### config.mk
export PLATFORM = sky130hd
export DESIGN_NAME = hpp_port
export DESIGN_NICKNAME = d
export VERILOG_FILES = /design/src/verilog/hpp_pkg.sv /design/src/verilog/hpp_decode.sv /design/src/verilog/hpp_port.sv
export SDC_FILE = /design/constraint.sdc
export NUM_CORES = 1
export LEC_CHECK = 0
export ABC_AREA = 0
export BUFFER_PORTS_ARGS = -buffer_cell sky130_fd_sc_hd__buf_2
export CAP_MARGIN = 20
export CORE_ASPECT_RATIO = 0.8
export CORE_MARGIN = 2
export CORE_UTILIZATION = 48
export DETAILED_ROUTE_END_ITERATION = 10
export PLACE_DENSITY = 0.8
export SYNTH_ARGS = -nofsm -noshare
export SYNTH_HDL_FRONTEND = slang
export SYNTH_HIERARCHICAL = 1
export SYNTH_SLANG_ARGS = --single-unit
### constraint.sdc
create_clock -name clk -period 1.6 [get_ports clk]
set_clock_uncertainty 0.15 [all_clocks]
set_input_delay 0.16 -clock clk [delete_from_list [all_inputs] [get_ports clk]]
set_output_delay 0.16 -clock clk [all_outputs]
set_load 0.1 [all_outputs]
### src/verilog/hpp_pkg.sv
// package for the host processor port: widths, modes, carriers and reset values
package hpp_pkg;
  localparam int ADDR_W = 12;
  localparam int DATA_W = 16;
  localparam logic [15:0] DATA_RST = 16'h0000;
  localparam logic [11:0] ADDR_RST = 12'h000;

  typedef enum logic [1:0] {
    HPP_MODE_COMBINED = 2'h1,
    HPP_MODE_SPLIT    = 2'h2
  } hpp_mode_t;

  typedef enum logic [2:0] {
    HPP_IDLE  = 3'h1,
    HPP_READ  = 3'h2,
    HPP_WRITE = 3'h4
  } hpp_state_t;

  // processor-side pins, sampled as synchronous to clk
  typedef struct packed {
    logic [11:0] addr;
    logic [15:0] wdata;
    logic        cs_n;
    logic        rnw_or_wr_n;
    logic        oe_or_rd_n;
  } hpp_pins_t;

  // internal access toward the register/memory space
  typedef struct packed {
    logic        rd;
    logic        wr;
    logic [11:0] addr;
    logic [15:0] wdata;
  } hpp_req_t;
endpackage

### src/verilog/hpp_decode.sv
// strobe decoder: turns either strobe convention into read/write indications
`timescale 1ns/100ps
module hpp_decode
  import hpp_pkg::*;
(
  // mode and pins
  input  wire hpp_mode_t mode,
  input  wire hpp_pins_t pins,
  // decoded access
  output logic           rd_act,
  output logic           wr_act
);
  always_comb begin
    rd_act = 1'b0;
    wr_act = 1'b0;
    if (!pins.cs_n) begin
      if (mode == HPP_MODE_COMBINED) begin
        // output enable is assumed grounded, so it is not consulted
        rd_act = pins.rnw_or_wr_n;
        wr_act = !pins.rnw_or_wr_n;
      end else begin
        // both strobes low: the write wins, so the drivers never fight the processor
        rd_act = !pins.oe_or_rd_n && pins.rnw_or_wr_n;
        wr_act = !pins.rnw_or_wr_n;
      end
    end
  end
endmodule

### src/verilog/hpp_port.sv
// host processor port: parallel bus slave in front of the internal register/memory space
`timescale 1ns/100ps
// Notes on behaviour
// - a 12-bit address picks the internal register or memory location accessed
// - 16-bit two-way data bus: driven on reads, sampled on writes
// - combined mode: direction low writes, high reads and returns addressed data
// - split mode: active-low write strobe stores bus data at the address
// - split mode: active-low read strobe puts the addressed contents on the bus
// - chip select high: all other bus inputs ignored; low: accepted
// - open-drain interrupt pulled low while any internal condition is pending
module hpp_port
  import hpp_pkg::*;
(
  // clock and reset
  input  wire logic        clk,
  input  wire logic        rst_n,
  // strobe convention
  input  wire hpp_mode_t   mode,
  // processor pins
  input  wire logic [11:0] up_addr,
  input  wire logic [15:0] up_data_in,
  output logic      [15:0] up_data_out,
  output logic             up_data_oe,
  input  wire logic        up_cs_n,
  input  wire logic        up_rnw_or_wr_n,
  input  wire logic        up_oe_or_rd_n,
  output logic             up_irq_out,
  output logic             up_irq_oe,
  // internal register/memory space
  output hpp_req_t         core_req,
  input  wire logic [15:0] core_rdata,
  input  wire logic        core_irq_pend
);
  typedef struct packed {
    hpp_state_t  st;
    logic [15:0] dout;
    logic        doe;
    logic        irq_oe;
    hpp_req_t    req;
  } hpp_reg_t;

  hpp_reg_t  s_ff;
  hpp_reg_t  nxt_s;
  hpp_pins_t pins;
  logic      rd_act;
  logic      wr_act;

  assign pins = '{addr: up_addr, wdata: up_data_in, cs_n: up_cs_n,
                  rnw_or_wr_n: up_rnw_or_wr_n, oe_or_rd_n: up_oe_or_rd_n};

  hpp_decode u_decode (
    .mode   (mode),
    .pins   (pins),
    .rd_act (rd_act),
    .wr_act (wr_act)
  );

  // timing seen from the processor bus, counted in clk edges after the edge that
  // first samples a strobe with chip select low:
  //   write: core_req.wr pulses one cycle later; a held strobe adds nothing, so a
  //          second write needs the strobe released for at least one edge
  //   read:  core_req.rd rises one cycle later and stays while the strobe stays;
  //          the data drivers turn on one cycle after that with the word fetched
  //          for the address of the previous cycle
  //   end:   the drivers turn off one cycle after the strobe or chip select goes
  // the one-cycle lag of the drivers is the price of registered outputs; a
  // processor that turns the bus around faster must leave a dead cycle itself

  always_comb begin
    nxt_s = s_ff;
    nxt_s.req.rd = 1'b0;
    nxt_s.req.wr = 1'b0;
    // the level is fixed low; only the enable toggles, as an open drain needs
    nxt_s.irq_oe = core_irq_pend;
    case (s_ff.st)
      HPP_IDLE: begin
        nxt_s.doe = 1'b0;
        if (wr_act) begin
          // one write per strobe, however long the strobe is held
          nxt_s.st        = HPP_WRITE;
          nxt_s.req.wr    = 1'b1;
          nxt_s.req.addr  = pins.addr;
          nxt_s.req.wdata = pins.wdata;
        end else if (rd_act) begin
          nxt_s.st       = HPP_READ;
          nxt_s.req.rd   = 1'b1;
          nxt_s.req.addr = pins.addr;
        end
      end
      HPP_READ: begin
        if (rd_act) begin
          // address follows the bus so a changed address is re-read
          nxt_s.req.rd   = 1'b1;
          nxt_s.req.addr = pins.addr;
          nxt_s.dout     = core_rdata;
          nxt_s.doe      = 1'b1;
        end else begin
          nxt_s.st  = HPP_IDLE;
          nxt_s.doe = 1'b0;
        end
      end
      HPP_WRITE: begin
        nxt_s.doe = 1'b0;
        if (!wr_act) begin
          nxt_s.st = HPP_IDLE;
        end
      end
      default: begin
        nxt_s.st  = HPP_IDLE;
        nxt_s.doe = 1'b0;
      end
    endcase
  end

  always_ff @(posedge clk) begin
    if (!rst_n) begin
      s_ff <= '{st: HPP_IDLE, dout: DATA_RST, doe: 1'b0, irq_oe: 1'b0,
                req: '{rd: 1'b0, wr: 1'b0, addr: ADDR_RST, wdata: DATA_RST}};
    end else begin
      s_ff <= nxt_s;
    end
  end

  assign up_data_out = s_ff.dout;
  assign up_data_oe  = s_ff.doe;
  assign up_irq_out  = 1'b0;
  assign up_irq_oe   = s_ff.irq_oe;
  assign core_req    = s_ff.req;
endmodule

==> metrics list <==
- Number of inserted diodes: 0
- Detailed-route wire length per cell: 12.2 um
- Number of port buffers: 99
* Sequential cell area in the final layout: 1020 um2
- Number of global-route vias before repair: 1897
* Critical Path AT: 1.55 ns
* Maximum number of pins on one net before global-route repair: 45
* Layout filler cell count: 376
* Flip-flop and latch count after synthesis: 51
- Setup violations remaining at the end of the flow were counted as 0.
* DRC violation count after routing: 0
- The clock drives 51 sinks.
* Clock-pin slew reported for the worst setup and hold paths after clock tree synthesis: 0.09 ns
- For flop-to-flop paths, the worst setup slack is 0.12 ns.
- Number of gates resized after cts: 0
- Depth of the worst register-to-register path: 5
* Via count normalized by instance count: 4.59
- Setup repair after global routing left no endpoint under its margin.
* Die area: 5580 um2
- The final hold violation count is 0.
- Counting the buffers created by CTS gives 5.
* Final layout net count: 418
- In the final routing, the length of wire on met1 measures 2300 um.
* Most common cell after layout, fill and taps aside: sky130_fd_sc_hd__buf_2
- Summed over all layers, the global routing overflow is 0.
* Number of buffers added for setup after CTS: 0
* Maximum buffer depth of the clock tree: 2
- TritonCTS built the clock tree.
- The worst register-to-register path ends at core_req[22].
- Mapped Avg Cell Area: 8.92 um2
* Count of cell types in the netlist: 27
- The run finished with clean final reports.
- STA classifies the critical path startpoint as a flop.
* Die Ht: 67.2 um
* Length of the first detailed-routing pass in iterations: 4
* Source-to-sink clock delay at the later pin of the worst-skew pair: 0.29 ns
* Met3 WL: 363 um
* Number of cells produced by synthesis: 269
- Tot GR Track Use: 18.7%
- Summed over all nets, wire length on met2 after detailed routing comes to 2550 um.
- At the end of routability-driven placement, the weighted congestion stood at 0.723.
- Start-to-end type of the worst setup path: flop to flop
- In this run the static leakage power is 1.49 nW.
* Core Box Area: 4710 um2
* Number of DRC violations after detailed-routing iteration 0: 45
- Setup crit end: core_req[22]
* Commonest cells after routing, fill and taps aside: sky130_fd_sc_hd__buf_2, sky130_fd_sc_hd__nand2_1, sky130_fd_sc_hd__dfxtp_1, sky130_fd_sc_hd__dlygate4sd3_1, sky130_fd_sc_hd__a21boi_1
- R2R Path Start: s_ff[48]
* Launch point of the critical path: s_ff[48]
* Seq/Total Area, Yosys: 42.6%
* Hold Buf Count CTS: 45
- Starting Density: 51.0%
- Share of post-route cells with drive strength above 1: 38.1%
- Synth-to-layout area growth: 34.5%
- For this run, the share of the core covered by cells in the final layout is 68.6%.
- For this block, the via count after detailed routing is 1958.
* Fin crit share: 92.3%
- Max Fanout on Critical Path: 13
- Required arrival time at the worst endpoint: 1.68 ns
- F_max: 0.677 GHz
- The first global-routing pass estimated 8470 um of wire.
- Counting tap cells, the placed design contains a total of 374 instances.
- Dpl hpwl: 3220 um
* Path class of the lowest-slack min-delay path: input pin to flop
* Top routing layer used: met3
- Max VDD drop: 0.709 mV
* Post-Layout Cell Count: 427
- During synthesis, Yosys emitted a total of 6 warnings.
- Synth Cell Area: 2400 um2
- Antenna viol nets, final: 0
* Number of top-level pins: 101
- The smallest clock period supported by the final layout is computed as 1.48 ns.
- Max capacitance violation total: 0
- The tightest hold path in the finished design has a slack of 0.121 ns.
- In this run the core area contains 22 standard-cell rows.
* Cell at the root of the clock tree: sky130_fd_sc_hd__clkbuf_8
* Routed wire length: 5210 um
- Number of antenna violations at the first check in global routing: 0
- In this run the power density over the cells is 964 nW/um2.
* CTS HTree Levels: 2
- The number of nets in the synthesized netlist is 321.
- Measured along the x axis, the die boundary spans 83.0 um.
* Sort of element at the end of the critical path: flop
- Final-report max-slew violation count: 0
* Area of combinational cells with multiple inputs: 946 um2
## logic make-up after synthesis
kind of cell           Yosys count  synth area share, %
XOR/XNOR                         1                0.365
AND/OR/NAND/NOR                105                 20.1
AO/OA/AOI/OAI                   38                 13.8
flip-flops                      51                 42.6
buffers and inverters           61                 18.0
multiplexers                    12                 5.01
other                            1                0.156
## report_power, final
part | internal, mW | switching (mW) | leakage [nW] | total (mW)
combinational | 0.232 | 0.487 | 1.01 | 0.719
sequential | 1.32 | 0.0292 | 0.415 | 1.35
clock | 0.623 | 0.420 | 0.0644 | 1.04
total | 2.17 | 0.937 | 1.49 | 3.11
## how the worst min path moves through the flow
| stage | startpoint | endpoint | slack (ns) | depth (start not counted) |
|---|---|---|---|---|
| after floorplan | core_rdata[10] | up_data_out[10] | 0.14 | 2 |
| after global placement | core_irq_pend | up_irq_oe | 0.22 | 2 |
| after detailed placement | core_irq_pend | up_irq_oe | 0.23 | 2 |
| after CTS | rst_n | up_data_out[3] | 0.12 | 2 |
| after global routing | rst_n | up_data_out[1] | 0.12 | 2 |
| final | rst_n | up_data_out[1] | 0.12 | 2 |
## per-layer routing
layer | GRT usage, % | up-vias
li1 | - | 1003
met1 | 22.5 | 894
met2 | 34.1 | 61
met3 | 5.38 | 0
met4 | 3.48 | 0
met5 | 0 | -
## worst max-delay path, stage by stage (launching register included)
cell and delay, ns:
sky130_fd_sc_hd__dfxtp_1 0.50, sky130_fd_sc_hd__o21ai_1 0.14, sky130_fd_sc_hd__a2bb2oi_2 0.17, sky130_fd_sc_hd__nor2_4 0.11
sky130_fd_sc_hd__buf_12 0.16, sky130_fd_sc_hd__mux2i_1 0.18
## cell type report
cell class	count	share of cell area, %
sequential	51	31.6
timing repair buffer	151	32.5
tap	60	2.33
multi-input combinational	157	29.3
clock buffer	5	2.13
clock inverter	3	2.09
## synth_stat cells
library cell / number / area (um2)
sky130_fd_sc_hd__o21ai_1: 2 / 10.0
sky130_fd_sc_hd__mux2i_1: 12 / 120
sky130_fd_sc_hd__nand2_1: 79 / 297
sky130_fd_sc_hd__a21boi_0: 6 / 45.0
sky130_fd_sc_hd__o211a_1: 2 / 20.0
sky130_fd_sc_hd__nor2_1: 1 / 3.75
sky130_fd_sc_hd__a21boi_1: 16 / 120
sky130_fd_sc_hd__nor2b_2: 2 / 17.5
sky130_fd_sc_hd__and3b_1: 2 / 17.5
sky130_fd_sc_hd__nand3b_1: 1 / 7.51
sky130_fd_sc_hd__buf_4: 49 / 368
sky130_fd_sc_hd__nand2_2: 10 / 62.6
sky130_fd_sc_hd__nor2b_4: 1 / 13.8
sky130_fd_sc_hd__xor2_1: 1 / 8.76
sky130_fd_sc_hd__and3_1: 2 / 12.5
sky130_fd_sc_hd__buf_2: 3 / 15.0
sky130_fd_sc_hd__dfxtp_1: 51 / 1020
sky130_fd_sc_hd__a21boi_2: 10 / 113
sky130_fd_sc_hd__buf_6: 2 / 22.5
sky130_fd_sc_hd__conb_1: 1 / 3.75
sky130_fd_sc_hd__clkbuf_1: 7 / 26.3
sky130_fd_sc_hd__nor3b_1: 1 / 7.51
sky130_fd_sc_hd__nand2b_1: 2 / 12.5
sky130_fd_sc_hd__a2bb2oi_2: 1 / 15.0
sky130_fd_sc_hd__and2_1: 3 / 18.8
sky130_fd_sc_hd__a21oi_2: 1 / 8.76
sky130_fd_sc_hd__nor2_4: 1 / 11.3
## through the flow
step           power (mW)  cell area (um2)  setup TNS (ns)  setup WS [ns]
2_1_floorplan        1.92             2400               0          0.150
3_3_place_gp         2.00             2640               0         0.0589
3_5_place_dp         2.01             2640         -0.0267        -0.0190
4_1_cts              3.14             3230               0          0.108
5_1_grt              3.26             3230               0         0.0150
6_report             3.11             3230               0          0.123
## sequential cells by signal, summed over array words and instances (netlist names)
register     count
core_req        30
up_data_out     16
s_ff             3
up_data_oe       1
up_irq_oe        1
No activity file was read; power rests on OpenSTA's default activity.
